## config.mk

```make
export PLATFORM = sky130hd
export DESIGN_NAME = conveyor_gate_laser_control
export DESIGN_NICKNAME = d
export VERILOG_FILES = /design/src/hw/gate_laser_pkg.sv /design/src/hw/conveyor_gate_laser_control.sv
export SDC_FILE = /design/constraint.sdc
export NUM_CORES = 1
export LEC_CHECK = 0
export BUFFER_PORTS_ARGS = -buffer_cell sky130_fd_sc_hd__clkbuf_2
export CAP_MARGIN = 20
export CORE_MARGIN = 5
export CORE_UTILIZATION = 45
export CTS_BUF_LIST = sky130_fd_sc_hd__clkbuf_16
export DETAILED_ROUTE_END_ITERATION = 7
export GPL_TIMING_DRIVEN = 0
export SLEW_MARGIN = 5
export SYNTH_ARGS = -nofsm -noshare
export SYNTH_HDL_FRONTEND = slang
export SYNTH_SLANG_ARGS = --single-unit
```

## constraint.sdc

```tcl
create_clock -name pclk -period 6.35 [get_ports pclk]
set_input_delay 0.635 -clock pclk [delete_from_list [all_inputs] [get_ports pclk]]
set_output_delay 0.635 -clock pclk [all_outputs]
set_load 0.01 [all_outputs]
```

## src/hw/gate_laser_pkg.sv

```systemverilog
// shared constants, register map and carrier types for the gate and laser controller
package gate_laser_pkg;
   // ---------------------------------------------------------------
   // register byte addresses
   // ---------------------------------------------------------------
   localparam logic [11:0] ADDR_CTRL = 12'h000;
   localparam logic [11:0] ADDR_DELAY = 12'h004;
   localparam logic [11:0] ADDR_EXPAND = 12'h008;
   localparam logic [11:0] ADDR_LOFF = 12'h00c;
   localparam logic [11:0] ADDR_LTMO = 12'h010;
   localparam logic [11:0] ADDR_INCDIV = 12'h014;
   localparam logic [11:0] ADDR_OUTDIV = 12'h018;
   localparam logic [11:0] ADDR_VCONST = 12'h01c;
   localparam logic [11:0] ADDR_SWTRIG = 12'h020;
   localparam logic [11:0] ADDR_STATUS = 12'h024;
   localparam logic [11:0] ADDR_SYSINC = 12'h028;
   localparam logic [11:0] ADDR_VEL = 12'h02c;
   // ---------------------------------------------------------------
   // control field positions
   // ---------------------------------------------------------------
   localparam int CTRL_TRIGGERED = 0;
   localparam int CTRL_GATE_SRC = 1;
   localparam int CTRL_TIME_MODE = 2;
   localparam int CTRL_LASER_EN = 3;
   localparam int CTRL_LASER_SRCMODE = 4;
   localparam int CTRL_LASER_SRC = 5;
   localparam int CTRL_TMO_EN = 6;
   localparam int CTRL_VEL_CONST = 7;
   localparam logic [31:0] CTRL_RESET = 32'h0000_0000;
   localparam logic [31:0] DIV_RESET = 32'h0000_0001;
   // ---------------------------------------------------------------
   // timing: 200 MHz clock, time-mode tick of 1 us
   // ---------------------------------------------------------------
   localparam int CLK_MHZ = 200;
   localparam int TICK_US = 1;
   localparam int TICK_CYCLES = CLK_MHZ * TICK_US;
   localparam int VEL_WINDOW_US = 1000;
   localparam int VEL_WINDOW_TICKS = VEL_WINDOW_US / TICK_US;

   typedef enum logic [1:0] {G_IDLE, G_DELAY, G_OPEN, G_HOLD} gate_state_t;

   typedef struct packed {
      logic psel;
      logic penable;
      logic pwrite;
      logic [11:0] paddr;
      logic [31:0] pwdata;
   } apb_req_t;

   typedef struct packed {
      logic [31:0] prdata;
      logic pready;
      logic pslverr;
   } apb_rsp_t;
endpackage

```

## src/hw/conveyor_gate_laser_control.sv

```systemverilog
// gate, laser on/off and system increment logic with an apb register file
//
// Design decisions made here: the register addresses and the APB slave port.
`timescale 1ns/1ps
module conveyor_gate_laser_control
   import gate_laser_pkg::*;
#(
   parameter int CNT_W = 24
) (
   // clock and reset
   input wire logic pclk,
   input wire logic presetn,
   // apb slave
   input wire logic psel,
   input wire logic penable,
   input wire logic pwrite,
   input wire logic [11:0] paddr,
   input wire logic [31:0] pwdata,
   output logic [31:0] prdata,
   output logic pready,
   output logic pslverr,
   // field pins, asynchronous
   input wire logic trig_pin,
   input wire logic obj_in_scan,
   input wire logic enc_pulse,
   // outputs
   output logic meas_gate,
   output logic laser_on,
   output logic sysinc_pulse,
   output logic can_send,
   output logic [CNT_W-1:0] sysinc_count
);
   initial begin
      if (CNT_W < 8 || CNT_W > 32) begin
         $error("CNT_W must be 8..32");
      end
   end

   // ---------------------------------------------------------------
   // state
   // ---------------------------------------------------------------
   typedef struct packed {
      logic [2:0] trig_s;
      logic [2:0] obj_s;
      logic [2:0] enc_s;
      logic [31:0] ctrl;
      logic [CNT_W-1:0] delay;
      logic [CNT_W-1:0] expand;
      logic [CNT_W-1:0] loff;
      logic [CNT_W-1:0] ltmo;
      logic [CNT_W-1:0] incdiv;
      logic [CNT_W-1:0] outdiv;
      logic [CNT_W-1:0] vconst;
      logic sw_trig;
      gate_state_t gst;
      logic [CNT_W-1:0] gcnt;
      logic [CNT_W-1:0] lcnt;
      logic lcount;
      logic [CNT_W-1:0] tcnt;
      logic [7:0] tick_div;
      logic [CNT_W-1:0] idiv;
      logic [CNT_W-1:0] odiv;
      logic [CNT_W-1:0] sysinc;
      logic [CNT_W-1:0] vwin;
      logic [CNT_W-1:0] vacc;
      logic [CNT_W-1:0] vel;
      logic [15:0] gate_count;
      logic gate;
      logic laser;
      logic inc_p;
      logic can_p;
      logic [31:0] prdata;
      logic pready;
      logic pslverr;
   } state_t;

   state_t s;
   state_t next_s;

   function automatic logic rise(input logic [2:0] v);
      return v[1] & ~v[2];
   endfunction

   function automatic logic fall(input logic [2:0] v);
      return ~v[1] & v[2];
   endfunction

   function automatic logic [CNT_W-1:0] w2c(input logic [31:0] d);
      return d[CNT_W-1:0];
   endfunction

   function automatic logic [31:0] c2w(input logic [CNT_W-1:0] c);
      return 32'(c);
   endfunction

   // ---------------------------------------------------------------
   // next state
   // ---------------------------------------------------------------
   logic trig_rise;
   logic trig_fall;
   logic enc_rise;
   logic tick;
   logic step;
   logic gate_trig;
   logic gate_end;
   logic laser_trig;
   logic laser_trig_fall;
   logic wr;
   logic rd;

   always_comb begin
      next_s = s;
      // first stage feeds only the second; edges look at stages 1 and 2
      next_s.trig_s = {s.trig_s[1:0], trig_pin};
      next_s.obj_s = {s.obj_s[1:0], obj_in_scan};
      next_s.enc_s = {s.enc_s[1:0], enc_pulse};
      trig_rise = rise(s.trig_s);
      trig_fall = fall(s.trig_s);
      enc_rise = rise(s.enc_s);
      next_s.sw_trig = 1'b0;
      next_s.inc_p = 1'b0;
      next_s.can_p = 1'b0;

      // time base: one tick per microsecond
      tick = 1'b0;
      if (s.tick_div == 8'(TICK_CYCLES - 1)) begin
         next_s.tick_div = 8'h00;
         tick = 1'b1;
      end else begin
         next_s.tick_div = s.tick_div + 8'h01;
      end
      step = s.ctrl[CTRL_TIME_MODE] ? tick : enc_rise;

      // gate source: digital input or software message
      gate_trig = s.ctrl[CTRL_GATE_SRC] ? s.sw_trig : trig_rise;

      // ---------------------------------------------------------------
      // gate
      // ---------------------------------------------------------------
      // the opening edge is pulled forward by the expansion (no lookahead
      // is possible, so it shortens the delay) and the close is pushed out
      gate_end = 1'b0;
      if (!s.ctrl[CTRL_TRIGGERED]) begin
         next_s.gst = G_IDLE;
         next_s.gate = s.obj_s[1];
         if (rise(s.obj_s)) begin
            next_s.gate_count = s.gate_count + 16'h0001;
         end
      end else begin
         unique case (s.gst)
            G_IDLE: begin
               next_s.gate = 1'b0;
               if (gate_trig) begin
                  next_s.gst = G_DELAY;
                  next_s.gcnt = '0;
               end
            end
            G_DELAY: begin
               if (s.gcnt + s.expand >= s.delay) begin
                  next_s.gst = G_OPEN;
                  next_s.gate = 1'b1;
                  next_s.gate_count = s.gate_count + 16'h0001;
               end else if (step) begin
                  next_s.gcnt = s.gcnt + 1'b1;
               end
            end
            G_OPEN: begin
               // extra objects inside the gate are ignored
               if (trig_fall && !s.ctrl[CTRL_GATE_SRC]) begin
                  next_s.gst = G_HOLD;
                  next_s.gcnt = '0;
               end else if (s.ctrl[CTRL_GATE_SRC] && gate_trig) begin
                  next_s.gst = G_HOLD;
                  next_s.gcnt = '0;
               end
            end
            G_HOLD: begin
               if (s.gcnt >= s.expand) begin
                  next_s.gst = G_IDLE;
                  next_s.gate = 1'b0;
                  gate_end = 1'b1;
               end else if (step) begin
                  next_s.gcnt = s.gcnt + 1'b1;
               end
            end
         endcase
      end

      // ---------------------------------------------------------------
      // laser
      // ---------------------------------------------------------------
      laser_trig = s.ctrl[CTRL_LASER_SRC] ? s.sw_trig : trig_rise;
      laser_trig_fall = s.ctrl[CTRL_LASER_SRC] ? 1'b0 : trig_fall;
      if (!s.ctrl[CTRL_LASER_EN]) begin
         next_s.laser = 1'b1;
         next_s.lcount = 1'b0;
      end else if (!s.ctrl[CTRL_LASER_SRCMODE]) begin
         next_s.laser = next_s.gate | (s.gst != G_IDLE);
         next_s.lcount = 1'b0;
      end else begin
         if (laser_trig) begin
            next_s.laser = 1'b1;
            next_s.lcount = 1'b0;
            next_s.lcnt = '0;
            next_s.tcnt = '0;
         end else if (laser_trig_fall || (s.ctrl[CTRL_LASER_SRC] && s.laser && !s.lcount)) begin
            next_s.lcount = 1'b1;
            next_s.lcnt = '0;
         end else if (s.lcount) begin
            if (s.lcnt >= s.loff) begin
               next_s.laser = 1'b0;
               next_s.lcount = 1'b0;
            end else if (enc_rise) begin
               next_s.lcnt = s.lcnt + 1'b1;
            end
         end else if (!s.ctrl[CTRL_LASER_SRC] && !s.trig_s[1]) begin
            // mode entry can leave the laser on with nothing on the belt
            next_s.laser = 1'b0;
         end
         // stopped conveyor: timeout from the trigger in microseconds
         if (s.ctrl[CTRL_TMO_EN] && s.laser && !laser_trig) begin
            if (s.tcnt >= s.ltmo) begin
               next_s.laser = 1'b0;
               next_s.lcount = 1'b0;
            end else if (tick) begin
               next_s.tcnt = s.tcnt + 1'b1;
            end
         end
      end

      // ---------------------------------------------------------------
      // system increment and velocity
      // ---------------------------------------------------------------
      if (enc_rise) begin
         if (s.idiv + 1'b1 >= s.incdiv) begin
            next_s.idiv = '0;
            next_s.sysinc = s.sysinc + 1'b1;
            next_s.inc_p = 1'b1;
            if (s.odiv + 1'b1 >= s.outdiv) begin
               next_s.odiv = '0;
               next_s.can_p = 1'b1;
            end else begin
               next_s.odiv = s.odiv + 1'b1;
            end
         end else begin
            next_s.idiv = s.idiv + 1'b1;
         end
      end
      // encoder pulses per millisecond, or the constant
      if (s.ctrl[CTRL_VEL_CONST]) begin
         next_s.vel = s.vconst;
      end else begin
         if (enc_rise) begin
            next_s.vacc = s.vacc + 1'b1;
         end
         if (tick) begin
            if (s.vwin >= CNT_W'(VEL_WINDOW_TICKS - 1)) begin
               next_s.vwin = '0;
               next_s.vel = s.vacc;
               next_s.vacc = '0;
            end else begin
               next_s.vwin = s.vwin + 1'b1;
            end
         end
      end

      // ---------------------------------------------------------------
      // apb slave, zero wait states
      // ---------------------------------------------------------------
      wr = psel && penable && pwrite;
      rd = psel && !penable && !pwrite;
      next_s.pready = psel && !penable;
      next_s.pslverr = 1'b0;
      if (wr) begin
         unique case (paddr)
            ADDR_CTRL: next_s.ctrl = pwdata;
            ADDR_DELAY: next_s.delay = w2c(pwdata);
            ADDR_EXPAND: next_s.expand = w2c(pwdata);
            ADDR_LOFF: next_s.loff = w2c(pwdata);
            ADDR_LTMO: next_s.ltmo = w2c(pwdata);
            ADDR_INCDIV: next_s.incdiv = w2c(pwdata);
            ADDR_OUTDIV: next_s.outdiv = w2c(pwdata);
            ADDR_VCONST: next_s.vconst = w2c(pwdata);
            ADDR_SWTRIG: next_s.sw_trig = pwdata[0];
            default: ;
         endcase
      end
      if (psel && !penable) begin
         next_s.pslverr = (paddr > ADDR_VEL) || (paddr[1:0] != 2'b00);
      end
      if (rd) begin
         unique case (paddr)
            ADDR_CTRL: next_s.prdata = s.ctrl;
            ADDR_DELAY: next_s.prdata = c2w(s.delay);
            ADDR_EXPAND: next_s.prdata = c2w(s.expand);
            ADDR_LOFF: next_s.prdata = c2w(s.loff);
            ADDR_LTMO: next_s.prdata = c2w(s.ltmo);
            ADDR_INCDIV: next_s.prdata = c2w(s.incdiv);
            ADDR_OUTDIV: next_s.prdata = c2w(s.outdiv);
            ADDR_VCONST: next_s.prdata = c2w(s.vconst);
            ADDR_STATUS: next_s.prdata = {s.gate_count, 9'h000, s.obj_s[1], s.trig_s[1],
                                          s.lcount, s.gst, s.laser, s.gate};
            ADDR_SYSINC: next_s.prdata = c2w(s.sysinc);
            ADDR_VEL: next_s.prdata = c2w(s.vel);
            default: next_s.prdata = 32'h0000_0000;
         endcase
      end
   end

   always_ff @(posedge pclk or negedge presetn) begin
      if (!presetn) begin
         s <= '0;
         s.incdiv <= CNT_W'(DIV_RESET);
         s.outdiv <= CNT_W'(DIV_RESET);
         s.ctrl <= CTRL_RESET;
         s.laser <= 1'b1;
         s.gst <= G_IDLE;
      end else begin
         s <= next_s;
      end
   end

   assign prdata = s.prdata;
   assign pready = s.pready;
   assign pslverr = s.pslverr;
   assign meas_gate = s.gate;
   assign laser_on = s.laser;
   assign sysinc_pulse = s.inc_p;
   assign can_send = s.can_p;
   assign sysinc_count = s.sysinc;
endmodule

```

==> summary.md <==
| Metric | Value |
|---|---|
| Worst skew pair latency | between 600 and 700 ps |
| Hold Fails Final Rpt | 0 |
| Synthesis-to-finish area growth | 13.0% |
| Via count | 23200 |
| Worst EP required | between 6000 and 7000 ps |
| Die W | 260 um |
| Postcts setup bufs | 0 |
| Worst Hold Class | input port to flop |
| Slowest stage cell, crit path | nor4_2 |
| DRT Pass-1 Iters | 6 |
| Minimum clock period | about 6000 ps |
| Clock share of power | 0.474 |
| Nets | between 3000 and 4000 |
| Drt drc | 0 |
| FMAX | roughly 170 MHz |
| Status | finished clean |
| R2R setup slack | between 400 and 500 ps |
| Slew Viols, Final | 0 |
| Async set-or-reset flop fraction in the synthesized netlist | 1.00 |
| Worst-case reg-to-reg path depth | 21 |
| HPWL Detailed | around 70000 um |
| Post-Syn Instances | between 2000 and 3000 |
| Initial DRC count | about 2100 |
| Internal power | 5.35 mW |
| Syn_area_per_cell | slightly below 10 sq um |
| Psw | ~1.7 mW |
| CP arrival | between 6000 and 7000 ps |
| Yosys reg bits | 491 |
| Clock Sinks | 491 |
| Cell taking the most area after synthesis | dfrtp_1 |
| GRT Total Usage | 0.261 |
| Placer Congestion | a little under 1 |
| Post-synth EDFFs | 0 |
| Crit end category | flop |
| Worst Setup Start Kind | flop |
| Netlist Area Pre-Place | around 28000 sq um |
| Clk slew on worst S/H paths | around 60 ps |
| Yosys cell types | between 70 and 80 |
| Critical path, cell by cell | ha_1 -> inv_1 -> fa_1 -> nor2_1 -> o21ai_0 -> a311oi_2 -> o2111ai_1 -> nand4_1 -> o211ai_1 -> mux2i_1 -> o2111ai_1 -> ha_1 -> nand4_1 -> nor4_2 -> nor4b_2 -> o21ai_1 -> o2111ai_1 -> or2_1 -> clkbuf_1 -> buf_2 -> o21ai_1 |
| Worst-path maximum fanout | 10 |
| Top Usage Layer GRT | met2 |
| Core area | 61800 sq um |
| Primary FF master, synth | dfrtp_1 |
| P per Cell Area | about 220 nW/um^2 |
| CTS H-tree lvls | 2 |
| FP Rows | a little over 90 |
| DR WL/cell | 22.9 um |
| Port bufs | about 110 |
| Setup tns final | 0 ps |
| Final instance area | between 30000 and 40000 sq um |
| RSZ-0062 raised after global routing | false |
| Peak supply drop | approximately 0.20 mV |
| Max stage delay on crit path | 500 ps |
| Relative slew slack | 0.202 |
| Sw frac | 0.246 |
| Vias in the first global route | roughly 23000 |
| Final Skew | between 20 and 25 ps |
| CP most frequent cell | o2111ai_1 |
| Hold Path Depth | 1 |
| Global-route wire length before repair | roughly 140000 um |
| Clock root buffer | clkbuf_16 |
| Post-Route WL | ~90000 um |
| Endpoints failing setup | 0 |
| Dominant cells by area after synthesis | dfrtp_1, ha_1, mux2_2 |
| Register area share after synthesis | 0.436 |
| Setup CP Type | flop to flop |
| Met3 usage | 0.0440 |
| Static leakage | 15.3 nW |
| Yosys warns | 0 |
| Grt total ovfl | 0 |
| Bufs on Longest Clock Path | 3 |
| Top cell type's share of synthesized area | 0.434 |
| Vias/cell | roughly 5.9 |
| IO Pins | approximately 110 |
| Total Die Area | between 60000 and 70000 sq um |
| Antenna viol nets, final | 0 |
| CTS tree | yes |
| Total power | about 7.1 mW |
| Syn_nets | between 3000 and 4000 |
| Initial antenna violation count | 6 |
| Max Cap Viol | 0 |
| Initial core utilization | 0.455 |
| Cell area after placement | between 20000 and 30000 sq um |
| Logic gate share of total power | 0.063 |
| Die height | approximately 260 um |
| Final Cycle Share | 0.930 |
| Largest net degree at the start of global routing | 100 |
| Share of cells above drive strength 1 | 0.155 |
| TritonCTS buffer count | between 50 and 60 |
| Met1 Use GR | 0.354 |
| Worst-margin pin slew | between 1000 and 1500 ps |
| Met2 Resource Use GR | 0.422 |
| Seq pwr share | 0.463 |
| Post-synth top cells | dfrtp_1, nand2_1, o21ai_0, inv_1, nor2_1 |
| Count leader, synth | dfrtp_1 |
[layout by cell type (no fill, tap or decap), drive strengths merged, types with 41 or more instances in the layout]
master  count
inv       210
nand2     251
o31ai      44
xor2       54
xnor2      74
dfrtp     488
a22o       41
a21oi      73
buf        86
o21ai     243
nor2      193
a31oi      53
clkbuf    263
and3       56
mux2      160
nand4      50
nand3      87
ha        181
[worst max-delay path, delay by kind of cell (launching register included)]
kind                       cells  cell delay, ps
muxes                          1             190
buffers and inverters          3             780
adders and majority gates      3             910
AOI/OAI and AO/OA              8            1860
and+or+nand+nor                6            1570
DFF                            1             440
[sequential cells by signal, indices dropped and copies added (netlist names)]
register,flops
s,423
prdata,32
sysinc_count,24
next_s,6
can_send,1
laser_on,1
meas_gate,1
pready,1
pslverr,1
sysinc_pulse,1
[metal layers]
layer  vias to the layer above  part of all wire
li1                      10600                 -
met1                     11500              0.42
met2                       869              0.46
met3                       183             0.073
met4                         4             0.043
met5                         -           0.00029
[worst paths after layout]
check	start	end
max reg2reg	s[402]	s[260]
min in group asynchronous	presetn	s[257]
max	s[402]	s[260]
min	obj_in_scan	next_s[486]
min reg2reg	next_s[489]	next_s[490]
max in group asynchronous	presetn	s[166]
[logic make-up (layout without fill, tap and decap cells)]
group,count (synthesis),after routing,share of synthesized area
AO/OA/AOI/OAI,656,656,0.153
XOR/XNOR,128,128,0.0398
adder cells (fa/ha/maj),182,182,0.0811
buffers and inverters,374,596,0.0580
flip-flops,491,491,0.436
multiplexers,210,210,0.0924
other,0,2,0
AND/OR/NAND/NOR,810,810,0.140
[layout make-up]
| type | count | area (sq um) |
|---|---|---|
| fill | 5638 | 30000 |
| tap | 837 | 1050 |
| clock buffer | 57 | 1430 |
| inverter | 201 | 754 |
| clock inverter | 45 | 440 |
| multi-input combinational | 1986 | 14300 |
| timing repair buffer | 120 | 728 |
| antenna | 2 | 5.00 |
| buffer | 173 | 878 |
| sequential | 491 | 12300 |
[power groups by stage]
stage | registers, mW | clock network (mW) | logic, mW
3_5_place_dp | 3.34 | 0 | 0.450
6_report | 3.29 | 3.37 | 0.450
3_3_place_gp | 3.34 | 0 | 0.426
5_1_grt | 3.29 | 3.54 | 0.498
4_1_cts | 3.28 | 3.42 | 0.452
2_1_floorplan | 3.30 | 0 | 0.227
[metrics by stage]
stage	setup slack (ps)	utilization	std cells	hold WS (ps)
floorplan	1830	-	2851	331
global placement	-6900	0.481	3800	332
detailed placement	133	0.484	3807	342
CTS	115	0.515	3910	79.1
global route	91.8	0.515	3912	102
finish	447	0.515	3912	112
[repair_timing]
action                                  in CTS  in global routing
resized for setup                            0                  3
endpoints found under the setup margin       0                 15
endpoints found under the hold margin       45                  0
hold buffers                                 1                  0
No activity file was read; power rests on OpenSTA's default activity.
